`config.mk`:
```
export PLATFORM = sky130hd
export DESIGN_NAME = emt_ctrl
export DESIGN_NICKNAME = d
export VERILOG_FILES = /design/src/core/emt_pkg.sv /design/src/core/emt_ctrl.sv
export VERILOG_INCLUDE_DIRS = /design/src /design/src/core
export SDC_FILE = /design/constraint.sdc
export NUM_CORES = 1
export LEC_CHECK = 0
export ABC_CLOCK_PERIOD_IN_PS = 5940
export BUFFER_PORTS_ARGS = -buffer_cell sky130_fd_sc_hd__buf_2
export CAP_MARGIN = 25
export CELL_PAD_IN_SITES_DETAIL_PLACEMENT = 0
export CELL_PAD_IN_SITES_GLOBAL_PLACEMENT = 1
export CORE_MARGIN = 1
export CORE_UTILIZATION = 47
export CTS_BUF_LIST = sky130_fd_sc_hd__clkbuf_2
export CTS_CLUSTER_DIAMETER = 80
export DETAILED_ROUTE_END_ITERATION = 16
export GPL_ROUTABILITY_DRIVEN = 0
export PLACE_DENSITY_LB_ADDON = 0.1
export SYNTH_ARGS = -nofsm -noshare
export SYNTH_HDL_FRONTEND = slang
export SYNTH_SLANG_ARGS = --single-unit
```
`constraint.sdc`:
```
create_clock -name core_clk -period 5.94 [get_ports core_clk]
set_input_delay 0 -clock core_clk [delete_from_list [all_inputs] [get_ports core_clk]]
set_output_delay 0 -clock core_clk [all_outputs]
set_load 0.01 [all_outputs]
```
`src/core/emt_map.svh`:
```
// Purpose: Register offsets, field positions, reset values and timing counts
// Assumes: Included by the controller by bare name
// Notes: Offsets are byte addresses on the plain 8-bit register port
`ifndef EMT_MAP_SVH
`define EMT_MAP_SVH

// Register offsets
`define EMT_OFF_TIMING 8'haa
`define EMT_OFF_CONFIG 8'hab
`define EMT_OFF_BANK 8'hac
`define EMT_OFF_STATUS 8'had

// Timing register fields
`define EMT_SETUP_MSB 7
`define EMT_SETUP_LSB 6
`define EMT_WIDTH_MSB 5
`define EMT_WIDTH_LSB 2
`define EMT_HOLD_MSB 1
`define EMT_HOLD_LSB 0

// Config register fields
`define EMT_MODE_MSB 4
`define EMT_MODE_LSB 2
`define EMT_MUX_BIT 4
`define EMT_ALE_MSB 1
`define EMT_ALE_LSB 0

// Reset values
`define EMT_RST_TIMING 8'hff
`define EMT_RST_CONFIG 8'h03
`define EMT_RST_BANK 8'h00

// Length of the fixed tail closing every off-chip move, in core clock cycles
`define EMT_TAIL_CYCLES 4'h4

`endif

```
`src/core/emt_pkg.sv`:
```
// Purpose: Types shared by the external memory timing controller
// Assumes: Constants live in emt_map.svh
// Notes: States are Gray coded along the usual path
package emt_pkg;

  // Sequencer states
  typedef enum logic [2:0] {
    EMT_IDLE   = 3'h0,
    EMT_ALE_HI = 3'h1,
    EMT_ALE_LO = 3'h3,
    EMT_SETUP  = 3'h2,
    EMT_STROBE = 3'h6,
    EMT_HOLD   = 3'h7,
    EMT_TAIL   = 3'h5
  } emt_state_t;

endpackage

```
`src/core/emt_ctrl.sv`:
```
// Purpose: External memory interface timing and mode sequencing
// Assumes: One core clock, synchronous active-high reset, off-chip moves only
// Notes: Read data pins pass a three-flop synchroniser before capture
//
// What this block does
// - Modes 101/110/111 use non-multiplexed 16-bit sequence
// - Mode 110 8-bit drives upper byte from bank
// - Modes 001/010/011 use multiplexed sequence with latch
// - Modes 001/011 8-bit leave upper byte undriven
// - Multiplexed 8-bit bank select uses bank upper byte
// - Non-mux 8-bit no-bank: low index, upper undriven
// - Reset loads maximum setup, width, hold values
// - Every external move lasts parameters plus five cycles
// - Multiplexed adds at least two latch cycles
//
// Design decision made here: the strobed register port.
`timescale 1ns/1ps
`include "emt_map.svh"

module emt_ctrl (
  input wire logic core_clk, // 125 MHz core clock
  input wire logic srst, // Synchronous reset, active high
  input wire logic [7:0] reg_addr, // Register address
  input wire logic [7:0] reg_wdata, // Register write data
  input wire logic reg_wr, // Register write strobe
  input wire logic reg_rd, // Register read strobe
  output logic [7:0] reg_rdata_q, // Read data, cycle after strobe
  input wire logic mv_req, // External data move request pulse
  input wire logic mv_write, // Move is a write
  input wire logic mv_wide, // Move is 16-bit addressed
  input wire logic [15:0] mv_addr, // Move address, low byte is index for 8-bit
  input wire logic [7:0] mv_wdata, // Write data
  output logic mv_busy_q, // Move in progress
  output logic mv_done_q, // Move finished pulse
  output logic [7:0] mv_rdata_q, // Captured read data
  output logic [7:0] addr_hi_q, // Upper address pins
  output logic addr_hi_oe_q, // Upper address drive enable
  output logic [7:0] addr_lo_q, // Lower address pins, non-multiplexed
  output logic addr_lo_oe_q, // Lower address drive enable
  output logic [7:0] ad_out_q, // Data or muxed address out
  output logic ad_oe_q, // Data pin drive enable
  input wire logic [7:0] ad_in, // Data pins in
  output logic ale_q, // Address latch enable, active high
  output logic rd_n_q, // Read strobe, active low
  output logic wr_n_q // Write strobe, active low
);

  // Non-zero low two bits of the memory-mode field mean external space is reachable
  function automatic logic mode_ext(input logic [2:0] m);
    mode_ext = (m[1:0] != 2'b00);
  endfunction

  // Bank register supplies upper byte for 8-bit moves in split-with-bank
  function automatic logic mode_bank(input logic [2:0] m);
    mode_bank = (m[1:0] == 2'b10);
  endfunction

  logic [7:0] timing_q; // Timing control register
  logic [7:0] config_q; // Mode and latch width
  logic [7:0] bank_q; // Bank register
  emt_pkg::emt_state_t state_q; // Sequencer state
  emt_pkg::emt_state_t state_d; // Next sequencer state
  logic [3:0] cnt_q; // Cycles left in current phase
  logic [3:0] cnt_d; // Next phase count
  logic write_q; // Latched direction
  logic wide_q; // Latched width
  logic [15:0] addr_q; // Latched address
  logic [7:0] wdata_q; // Latched write data
  logic [7:0] sync1_q; // Data pin sync stage one
  logic [7:0] sync2_q; // Data pin sync stage two
  logic [7:0] sync3_q; // Data pin sync stage three
  logic [2:0] rd_pipe_q; // Strobe timing marks read data; a 1-cycle strobe agrees as well
  logic [2:0] mode; // Mode configuration bits
  logic mux; // Multiplexed sequence selected
  logic take; // Request accepted this cycle
  logic miss; // Request in internal-only mode
  wire [15:0] cur_addr = take ? mv_addr : addr_q; // Address, valid in the take cycle too
  wire cur_write = take ? mv_write : write_q; // Direction, valid in the take cycle too
  wire rd_end = (state_q == emt_pkg::EMT_STROBE) && (cnt_q == 4'h0) && !write_q; // Read ends

  assign mode = config_q[`EMT_MODE_MSB:`EMT_MODE_LSB];
  assign mux = ~config_q[`EMT_MUX_BIT];
  assign take = mv_req & (state_q == emt_pkg::EMT_IDLE) & ~mv_busy_q;
  assign miss = take & ~mode_ext(mode);

  // Register writes; reset to maximum delays
  always_ff @(posedge core_clk) begin
    if (srst) begin
      timing_q <= `EMT_RST_TIMING;
      config_q <= `EMT_RST_CONFIG;
      bank_q <= `EMT_RST_BANK;
    end else if (reg_wr) begin
      case (reg_addr)
        `EMT_OFF_TIMING: timing_q <= reg_wdata;
        `EMT_OFF_CONFIG: config_q <= {3'h0, reg_wdata[4:0]};
        `EMT_OFF_BANK: bank_q <= reg_wdata;
        default: ;
      endcase
    end
  end

  // Register reads; unmapped reads return zero, data stands one cycle
  always_ff @(posedge core_clk) begin
    if (srst || !reg_rd) begin
      reg_rdata_q <= 8'h00;
    end else begin
      case (reg_addr)
        `EMT_OFF_TIMING: reg_rdata_q <= timing_q;
        `EMT_OFF_CONFIG: reg_rdata_q <= config_q;
        `EMT_OFF_BANK: reg_rdata_q <= bank_q;
        `EMT_OFF_STATUS: reg_rdata_q <= {7'h00, mv_busy_q};
        default: reg_rdata_q <= 8'h00;
      endcase
    end
  end

  // Latch the move so later request pins may change freely
  always_ff @(posedge core_clk) begin
    if (srst) begin
      write_q <= 1'b0;
      wide_q <= 1'b0;
      addr_q <= 16'h0000;
      wdata_q <= 8'h00;
    end else if (take) begin
      write_q <= mv_write;
      wide_q <= mv_wide;
      addr_q <= mv_addr;
      wdata_q <= mv_wdata;
    end
  end

  // Phase sequencing; fields are read as each phase starts
  always_comb begin
    state_d = state_q;
    cnt_d = cnt_q;
    case (state_q)
      emt_pkg::EMT_IDLE: begin
        if (take && !miss) begin
          if (mux) begin
            state_d = emt_pkg::EMT_ALE_HI;
            cnt_d = {2'b00, config_q[`EMT_ALE_MSB:`EMT_ALE_LSB]};
          end else if (timing_q[`EMT_SETUP_MSB:`EMT_SETUP_LSB] != 2'b00) begin
            state_d = emt_pkg::EMT_SETUP;
            cnt_d = {2'b00, timing_q[`EMT_SETUP_MSB:`EMT_SETUP_LSB]} - 4'h1;
          end else begin
            state_d = emt_pkg::EMT_STROBE;
            cnt_d = timing_q[`EMT_WIDTH_MSB:`EMT_WIDTH_LSB];
          end
        end
      end
      emt_pkg::EMT_ALE_HI: begin
        if (cnt_q == 4'h0) begin
          state_d = emt_pkg::EMT_ALE_LO;
          cnt_d = {2'b00, config_q[`EMT_ALE_MSB:`EMT_ALE_LSB]};
        end else begin
          cnt_d = cnt_q - 4'h1;
        end
      end
      emt_pkg::EMT_ALE_LO: begin
        if (cnt_q != 4'h0) begin
          cnt_d = cnt_q - 4'h1;
        end else if (timing_q[`EMT_SETUP_MSB:`EMT_SETUP_LSB] != 2'b00) begin
          state_d = emt_pkg::EMT_SETUP;
          cnt_d = {2'b00, timing_q[`EMT_SETUP_MSB:`EMT_SETUP_LSB]} - 4'h1;
        end else begin
          state_d = emt_pkg::EMT_STROBE;
          cnt_d = timing_q[`EMT_WIDTH_MSB:`EMT_WIDTH_LSB];
        end
      end
      emt_pkg::EMT_SETUP: begin
        if (cnt_q == 4'h0) begin
          state_d = emt_pkg::EMT_STROBE;
          cnt_d = timing_q[`EMT_WIDTH_MSB:`EMT_WIDTH_LSB];
        end else begin
          cnt_d = cnt_q - 4'h1;
        end
      end
      emt_pkg::EMT_STROBE: begin
        if (cnt_q != 4'h0) begin
          cnt_d = cnt_q - 4'h1;
        end else if (timing_q[`EMT_HOLD_MSB:`EMT_HOLD_LSB] != 2'b00) begin
          state_d = emt_pkg::EMT_HOLD;
          cnt_d = {2'b00, timing_q[`EMT_HOLD_MSB:`EMT_HOLD_LSB]} - 4'h1;
        end else begin
          state_d = emt_pkg::EMT_TAIL;
          cnt_d = `EMT_TAIL_CYCLES - 4'h1;
        end
      end
      emt_pkg::EMT_HOLD: begin
        if (cnt_q == 4'h0) begin
          state_d = emt_pkg::EMT_TAIL;
          cnt_d = `EMT_TAIL_CYCLES - 4'h1;
        end else begin
          cnt_d = cnt_q - 4'h1;
        end
      end
      emt_pkg::EMT_TAIL: begin
        if (cnt_q == 4'h0) begin
          state_d = emt_pkg::EMT_IDLE;
        end else begin
          cnt_d = cnt_q - 4'h1;
        end
      end
      default: begin
        state_d = emt_pkg::EMT_IDLE;
        cnt_d = 4'h0;
      end
    endcase
  end

  // State and phase counter
  always_ff @(posedge core_clk) begin
    if (srst) begin
      state_q <= emt_pkg::EMT_IDLE;
      cnt_q <= 4'h0;
    end else begin
      state_q <= state_d;
      cnt_q <= cnt_d;
    end
  end

  // Busy and done; internal-only requests finish at once with no bus cycle
  always_ff @(posedge core_clk) begin
    if (srst) begin
      mv_busy_q <= 1'b0;
      mv_done_q <= 1'b0;
    end else begin
      mv_busy_q <= (state_d != emt_pkg::EMT_IDLE);
      mv_done_q <= miss | ((state_q == emt_pkg::EMT_TAIL) && (cnt_q == 4'h0));
    end
  end

  // Three-flop synchroniser on data pins; read data taken from stage three
  always_ff @(posedge core_clk) begin
    if (srst) begin
      sync1_q <= 8'h00;
      sync2_q <= 8'h00;
      sync3_q <= 8'h00;
      rd_pipe_q <= 3'h0;
      mv_rdata_q <= 8'h00;
    end else begin
      sync1_q <= ad_in;
      sync2_q <= sync1_q;
      sync3_q <= sync2_q;
      rd_pipe_q <= {rd_pipe_q[1:0], rd_end};
      if (rd_pipe_q[2]) begin
        mv_rdata_q <= sync3_q; // Last strobe sample, three edges on, inside the tail
      end
    end
  end

  // Pin drive from next state so pins line up with the phase registers
  always_ff @(posedge core_clk) begin
    if (srst) begin
      addr_hi_q <= 8'h00;
      addr_hi_oe_q <= 1'b0;
      addr_lo_q <= 8'h00;
      addr_lo_oe_q <= 1'b0;
      ad_out_q <= 8'h00;
      ad_oe_q <= 1'b0;
      ale_q <= 1'b0;
      rd_n_q <= 1'b1;
      wr_n_q <= 1'b1;
    end else begin
      ale_q <= (state_d == emt_pkg::EMT_ALE_HI);
      rd_n_q <= ~((state_d == emt_pkg::EMT_STROBE) & ~cur_write);
      wr_n_q <= ~((state_d == emt_pkg::EMT_STROBE) & cur_write);
      if (state_d == emt_pkg::EMT_IDLE || state_d == emt_pkg::EMT_TAIL) begin
        // Released outside the access window
        addr_hi_oe_q <= 1'b0;
        addr_lo_oe_q <= 1'b0;
        ad_oe_q <= 1'b0;
      end else begin
        if (take ? mv_wide : wide_q) begin
          addr_hi_q <= cur_addr[15:8];
          addr_hi_oe_q <= 1'b1;
        end else if (mode_bank(mode)) begin
          addr_hi_q <= bank_q;
          addr_hi_oe_q <= 1'b1;
        end else begin
          // Upper pins left to the port latches
          addr_hi_oe_q <= 1'b0;
        end
        addr_lo_q <= cur_addr[7:0];
        addr_lo_oe_q <= ~mux;
        if (mux && (state_d == emt_pkg::EMT_ALE_HI || state_d == emt_pkg::EMT_ALE_LO)) begin
          ad_out_q <= cur_addr[7:0];
          ad_oe_q <= 1'b1;
        end else begin
          ad_out_q <= take ? mv_wdata : wdata_q;
          ad_oe_q <= cur_write;
        end
      end
    end
  end

endmodule

```
==> metrics.csv, run 1 <==
stage,metric,value,unit
cts,cts_sinks,129,
timing,period_share,0.484,
yosys,synth_cell_types,66,
yosys,synthCells,543,
timing,setup_violations,0,
yosys,synth_edf_count,0,
placement,pre_cts_slack,3.27,ns
routing,routedWlPerCell,15.4,um
cells_and_area,postLayoutCoreUtil,0.642,
floorplan,fp.dieArea,11900,um^2
yosys,async_flop_share,0,
cells_and_area,fin_nets,778,
worst_setup_path,worstPathRequired,6.56,ns
pwr,sw_frac_of_total,0.282,
worst_setup_path,crit_path_start_kind,flop,
yosys,yosysSeqAreaShare,0.481,
timing,relSlewSlack,0.432,
cts,clock_path_buffers,2,
timing,rsz0062_at_grt,false,
global_route,grt.overflow.total,0,
cells_and_area,syn2layout_area_growth,31.4,%
pwr,seqPwrFrac,0.565,
worst_setup_path,path_max_fanout,26,
yosys,mappedNetlistArea,5370,um^2
routing,drc,0,
yosys,netlist.area_leader.share,0.481,
floorplan,row_count,38,
cts,cts_tree,yes,
routing,drtAntennaViolNets,0,
cells_and_area,drive_above_1_share,0.221,
placement,placement.io_buffers,102,
placement,numPlacedInstances,748,
yosys,yosysTopAreaCell,dfxtp_1,
yosys,synth_ff_type,dfxtp_1,
yosys,avgSynthCellArea,9.89,um^2
pwr,power_frac_comb,0.086,
worst_setup_path,path_class,flop to flop,
timing,worst_clock_skew,0.0278,ns
floorplan,die_h,109,um
yosys,syn-num-nets,602,
pwr,vdd_drop_max,0.150,mV
timing,period_needed,2.88,ns
pwr,power_frac_clock,0.349,
timing,final.setup.tns,0,ns
cells_and_area,stdcell_count,872,
yosys,yosys-top-cells-count,"dfxtp_1 (129), nor2_1 (54), mux2i_1 (48)",
cts,clk_pin_slew,0.23,ns
yosys,ys_top_cells_by_area,"dfxtp_1 (48%), mux2i_1 (8.9%), nor2b_1 (3.8%)",
placement,hpwl,8590,um
pwr,p_int,1.13,mW
timing,worstMarginPinSlew,0.851,ns
routing,routed-via-count,4691,
timing,slew_violations,0,
yosys,synth.most_common_cell,dfxtp_1,
routing,firstDrtPassIters,4,
pwr,p_leak,3.06,nW
global_route,grt_pass1_wl,21700,um
worst_setup_path,worstSetupEndpointType,flop,
timing,timing.fmax,0.348,GHz
routing,wl,13400,um
global_route,antenna_found_initial,0,
routing,drtIter0Drc,189,
cells_and_area,largest_register,addr_q,
routing,viasPerCell,5.38,
floorplan,num_io_pins,103,
cts,cts_setup_buffers,0,
timing,finalHoldViolCount,0,
pwr,p_switching,444,uW
global_route,grt_start_max_net_pins,70,
worst_setup_path,worst_ep_arrival_time,3.49,ns
floorplan,die_w,109,um
cts,htreeDepth,4,
floorplan,start_util,0.489,
yosys,synth-seq-cells,129,
hold_path,hp-class,input pin to flop,
cts,root_buffer,clkbuf_2,
pwr,p_per_area,223,nW/um^2
run_status,outcome,"complete, no violations",
cts,clock_latency,0.69,ns
cells_and_area,largest_reg_flops,16,
global_route,grt_pass1_vias,4516,
yosys,yosysWarnings,0,
timing,whs,0.0818,ns
floorplan,core,11000,um^2
cells_and_area,diodes,0,
cts,cts_buffers,17,
timing,fin_ws,3.06,ns
global_route,grt.total_usage,0.238,
job,cap_violations,0,
==> stage by stage <==
stage | total power, mW | instance area (um^2)
global route | 1.65 | 7050
CTS | 1.59 | 7050
detailed placement | 1.01 | 5890
finish | 1.58 | 7050
floorplan | 0.971 | 5370
global placement | 1.00 | 5890
==> cell type report <==
type	instances	area [um^2]
timing repair buffer	197	1460
tap	140	175
clock buffer	17	85.1
sequential	129	2580
multi-input combinational	360	2540
fill	927	3930
inverter	14	52.6
clock inverter	15	160
==> path summary, 6_finish.rpt <==
kind	start	endpoint	slack [ns]	depth (start not counted)
hold reg to reg	sync2_q[0]$_SDFF_PP0_	sync3_q[0]$_SDFF_PP0_	0.46	1
setup reg to reg	state_q[1]$_SDFF_PP0_	addr_q[13]$_SDFF_PP0_	3.06	5
hold / removal	reg_addr[5]	reg_rdata_q[5]$_SDFF_PP0_	0.08	6
setup / recovery	state_q[1]$_SDFF_PP0_	addr_q[13]$_SDFF_PP0_	3.06	5
==> logic make-up (layout without fill, tap and decap cells) <==
group                    after synthesis  after routing  share of synthesized area
XOR/XNOR                               2              2                    0.00326
AND/OR/NAND/NOR                      180            180                      0.180
buffers and inverters                 54            243                     0.0457
adder cells (fa/ha/maj)                4              4                    0.00932
multiplexers                          52             52                     0.0979
AO/OA/AOI/OAI                        122            122                      0.183
flip-flops                           129            129                      0.481
==> power by group through the flow <==
| stage | registers (mW) | clock network (mW) | logic [mW] |
|---|---|---|---|
| floorplan | 0.907 | 0 | 0.0647 |
| global placement | 0.907 | 0 | 0.0951 |
| detailed placement | 0.908 | 0 | 0.0973 |
| CTS | 0.891 | 0.568 | 0.135 |
| global route | 0.894 | 0.609 | 0.149 |
| finish | 0.891 | 0.549 | 0.136 |
==> worst max-delay path, cell delays in order (launching register included) <==
cell,delay [ns]
dfxtp_1,0.93
nor3_2,0.19
nand2_2,0.66
mux2i_1,0.35
nor2_1,0.09
dlygate4sd3_1,0.59
==> layer usage <==
layer  vias to the layer above  wire length [um]  global-route usage  part of all wire
li1                       2315                 -                   -                 -
met1                      2227              6270               0.316              0.47
met2                       137              6380               0.381              0.47
met3                        12               640              0.0568             0.048
met4                         0               151              0.0734             0.011
met5                         -                 0                   0                 0
==> repair_timing <==
item	in CTS	in global routing
setup endpoints to repair	0	0
hold buffers	92	0
gates resized for setup	0	0
endpoints found under the hold margin	114	0
==> layout by cell type, fill, tap and decap left out, types with 5 or more instances in the layout <==
cell type,instances
dfxtp_1,129
clkbuf_2,17
o21ai_0,7
nor2_1,54
mux2i_1,48
dlygate4sd3_1,92
a311oi_1,6
nand2_1,20
inv_6,6
a31oi_1,5
a32o_1,8
buf_2,101
o31ai_1,11
nand2b_1,16
a211o_1,18
a21oi_1,21
nand4_1,8
nor2b_1,33
and3_1,9
nand3_1,11
nor3_1,11
a22oi_1,9
inv_1,14
No activity file was read; power rests on OpenSTA's default activity.
==> run 2, diff against run 1 <==
- ABC_AREA: not set -> 1
- ABC_CLOCK_PERIOD_IN_PS: 5940 -> 2470
- CORE_UTILIZATION: 47 -> 37
- clock period: 5.94 -> 2.47 ns (I/O delays scaled with it)
==> run 2 against run 1 <==
Register-to-register slack worse by 2.8 ns. Non-clock buffer count grew 17. Setup slack worse by 2.9 ns. Global-route usage decreased by 2.7 points. Die area increased by 26%. Clock-buffer cell count rose by 1. Highest routed layer unchanged.
==> metrics.csv, run 2 <==
stage,metric,value,unit
floorplan,die_w,122,um
timing,worstMarginPinSlew,0.752,ns
yosys,yosysWarnings,0,
yosys,avgSynthCellArea,7.36,um^2
yosys,netlist.area_leader.share,0.484,
cells_and_area,fin_nets,991,
yosys,syn-num-nets,784,
hold_path,hp-class,input pin to flop,
pwr,p_leak,3.50,nW
global_route,grt.overflow.total,0,
cells_and_area,largest_register,addr_q,
worst_setup_path,critPathMaxStageDelay,0.60,ns
worst_setup_path,reg2reg_from,cnt_q[0]$_SDFFE_PP0P_,
yosys,synth_ff_type,dfxtp_1,
timing,relSlewSlack,0.499,
floorplan,start_util,0.381,
yosys,yosys-top-cells-count,"nor2_1 (145), dfxtp_1 (129), nand2_1 (110)",
timing,final.setup.tns,0,ns
worst_setup_path,worst_ep_arrival_time,2.93,ns
worst_setup_path,crit_path_start_kind,input pin,
routing,routed-via-count,5232,
global_route,grt.total_usage,0.211,
routing,drtIter0Drc,288,
routing,routedWlPerCell,13.2,um
worst_setup_path,worstSetupEndpointType,flop,
cells_and_area,final_common_cell,nor2_1,
floorplan,row_count,43,
cts,clk_pin_slew,0.19,ns
routing,drtAntennaViolNets,0,
cts,clock_latency,0.69,ns
floorplan,die_h,122,um
pwr,p_int,2.93,mW
pwr,seqPwrFrac,0.541,
yosys,mappedNetlistArea,5340,um^2
yosys,synth-seq-cells,129,
worst_setup_path,r2r_cells,11,
run_status,outcome,"complete, no violations",
pwr,power_frac_comb,0.100,
cts,clock_path_buffers,2,
timing,slew_violations,0,
yosys,synth.most_common_cell,nor2_1,
yosys,yosysSeqAreaShare,0.484,
routing,wl,14800,um
yosys,synth_cell_types,34,
floorplan,fp.dieArea,14900,um^2
placement,placement.io_buffers,102,
yosys,synth_edf_count,0,
global_route,grt_pass1_wl,24100,um
cts,cts_setup_buffers,0,
timing,timing.fmax,0.437,GHz
cells_and_area,largest_reg_flops,16,
cells_and_area,drive_above_1_share,0.183,
cts,cts_tree,yes,
worst_setup_path,rrSetupSlack,0.27,ns
pwr,power_frac_clock,0.359,
cts,cts_sinks,129,
global_route,grt_pass1_vias,5046,
cts,cts_buffers,17,
timing,finalHoldViolCount,0,
timing,period_needed,2.29,ns
cts,htreeDepth,4,
cts,root_buffer,clkbuf_2,
timing,rsz0062_at_grt,false,
worst_setup_path,slowest_stage,dlygate4sd3_1,
floorplan,num_io_pins,103,
routing,firstDrtPassIters,4,
global_route,grt_start_max_net_pins,70,
cells_and_area,diodes,0,
floorplan,core,14000,um^2
worst_setup_path,r2r_end,addr_lo_q[3]$_SDFFE_PP0N_,
cells_and_area,postLayoutCoreUtil,0.524,
worst_setup_path,crit_chain,dlygate4sd3_1 > buf_2 > inv_1 > nand2_1 > nor3_1 > nand2_1 > nor2_2 > a21oi_1 > dlygate4sd3_1 > o21ai_0 > dlygate4sd3_1,
global_route,antenna_found_initial,0,
worst_setup_path,path_max_fanout,15,
routing,drc,0,
hold_path,min_path_cells,8,
timing,period_share,0.927,
timing,setup_violations,0,
pwr,p_switching,1.05,mW
timing,worst_clock_skew,0.0268,ns
yosys,synthCells,725,
pwr,vdd_drop_max,0.349,mV
job,cap_violations,0,
yosys,yosysTopAreaCell,dfxtp_1,
yosys,ys_top_cells_by_area,"dfxtp_1 (48%), nor2_1 (10%), nand2_1 (7.7%)",
placement,hpwl,10000,um
pwr,p_per_area,542,nW/um^2
cells_and_area,syn2layout_area_growth,37.2,%
pwr,sw_frac_of_total,0.264,
cells_and_area,final_cell_mix,"nor2_1 (144), dfxtp_1 (129), nand2_1 (109), dlygate4sd3_1 (103), buf_2 (102)",
hold_path,whs_endpoint,reg_rdata_q[5]$_SDFF_PP0_,
worst_setup_path,critPathMostFrequentCell,dlygate4sd3_1,
hold_path,min_from,reg_addr[4],
worst_setup_path,path_class,input pin to flop,
worst_setup_path,worstPathRequired,3.11,ns
yosys,async_flop_share,0,
routing,viasPerCell,4.65,
[run 2: metal layers]
layer | wire (um) | track usage | vias to the layer above
met2 | 7070 | 0.349 | 134
met3 | 657 | 0.0468 | 28
met1 | 6700 | 0.259 | 2363
met4 | 391 | 0.0991 | 0
li1 | - | - | 2707
met5 | 0 | 0 | -
[run 2: kinds of logic (layout without fill, tap and decap cells)]
group | count (synthesis) | in the layout | synth area share
buffers and inverters | 128 | 348 | 0.0961
XOR/XNOR | 2 | 2 | 0.00328
flip-flops | 129 | 129 | 0.484
adder cells (fa/ha/maj) | 4 | 4 | 0.00938
AO/OA/AOI/OAI | 140 | 140 | 0.147
AND/OR/NAND/NOR | 314 | 314 | 0.245
multiplexers | 8 | 8 | 0.0150
[run 2: power by group through the flow]
| stage | combinational, mW | sequential, mW | clock, mW |
|---|---|---|---|
| after floorplan | 0.178 | 2.19 | 0 |
| after global placement | 0.283 | 2.19 | 0 |
| after detailed placement | 0.286 | 2.19 | 0 |
| after CTS | 0.397 | 2.15 | 1.47 |
| after global routing | 0.446 | 2.16 | 1.57 |
| final | 0.399 | 2.15 | 1.42 |
[run 2: per-stage QoR]
step / setup WS (ns) / instance area, um^2 / cells / hold slack, ns / power [mW]
6_report: 0.181 / 7320 / 1125 / 0.0749 / 3.97
5_1_grt: 0.0533 / 7320 / 1125 / 0.0565 / 4.17
4_1_cts: 0.0786 / 7310 / 1125 / 0.000568 / 4.01
3_5_place_dp: 0.216 / 6010 / 990 / 0.205 / 2.48
3_3_place_gp: 0.340 / 6010 / 990 / 0.199 / 2.47
2_1_floorplan: 0.686 / 5340 / 725 / 0.107 / 2.37
[run 2: timing repair]
action | in CTS | in global routing
hold buffers | 103 | 0
hold endpoints to repair | 127 | 0
resized for setup | 0 | 4
setup endpoints to repair | 0 | 17
[run 2: critical path, delay by kind of cell]
family                 cells  cell delay (ns)
buffers and inverters      5             1.86
and+or+nand+nor            4             0.85
AOI/OAI and AO/OA          2             0.20
[run 2: final cells by class]
type                            instances  area, um^2
Timing Repair Buffer                  214        1610
Inverter                              102         383
Tap cell                              180         225
Clock inverter                         14         180
Sequential cell                       129        2580
Multi-Input combinational cell        468        2250
Fill cell                            1411        6670
Clock buffer                           18        90.1
[run 2: worst max-delay path by stage]
stage / startpoint / endpoint / cells after the start
finish: reg_addr[2] / timing_q[2]$_SDFFE_PP1P_ / 11
global route: reg_addr[2] / timing_q[2]$_SDFFE_PP1P_ / 11
CTS: reg_addr[2] / timing_q[6]$_SDFFE_PP1P_ / 11
detailed placement: cnt_q[0]$_SDFFE_PP0P_ / addr_hi_q[7]$_SDFFE_PP0P_ / 10
global placement: cnt_q[0]$_SDFFE_PP0P_ / addr_hi_q[2]$_SDFFE_PP0P_ / 10
floorplan: cnt_q[0]$_SDFFE_PP0P_ / ad_out_q[1]$_SDFFE_PP0N_ / 11
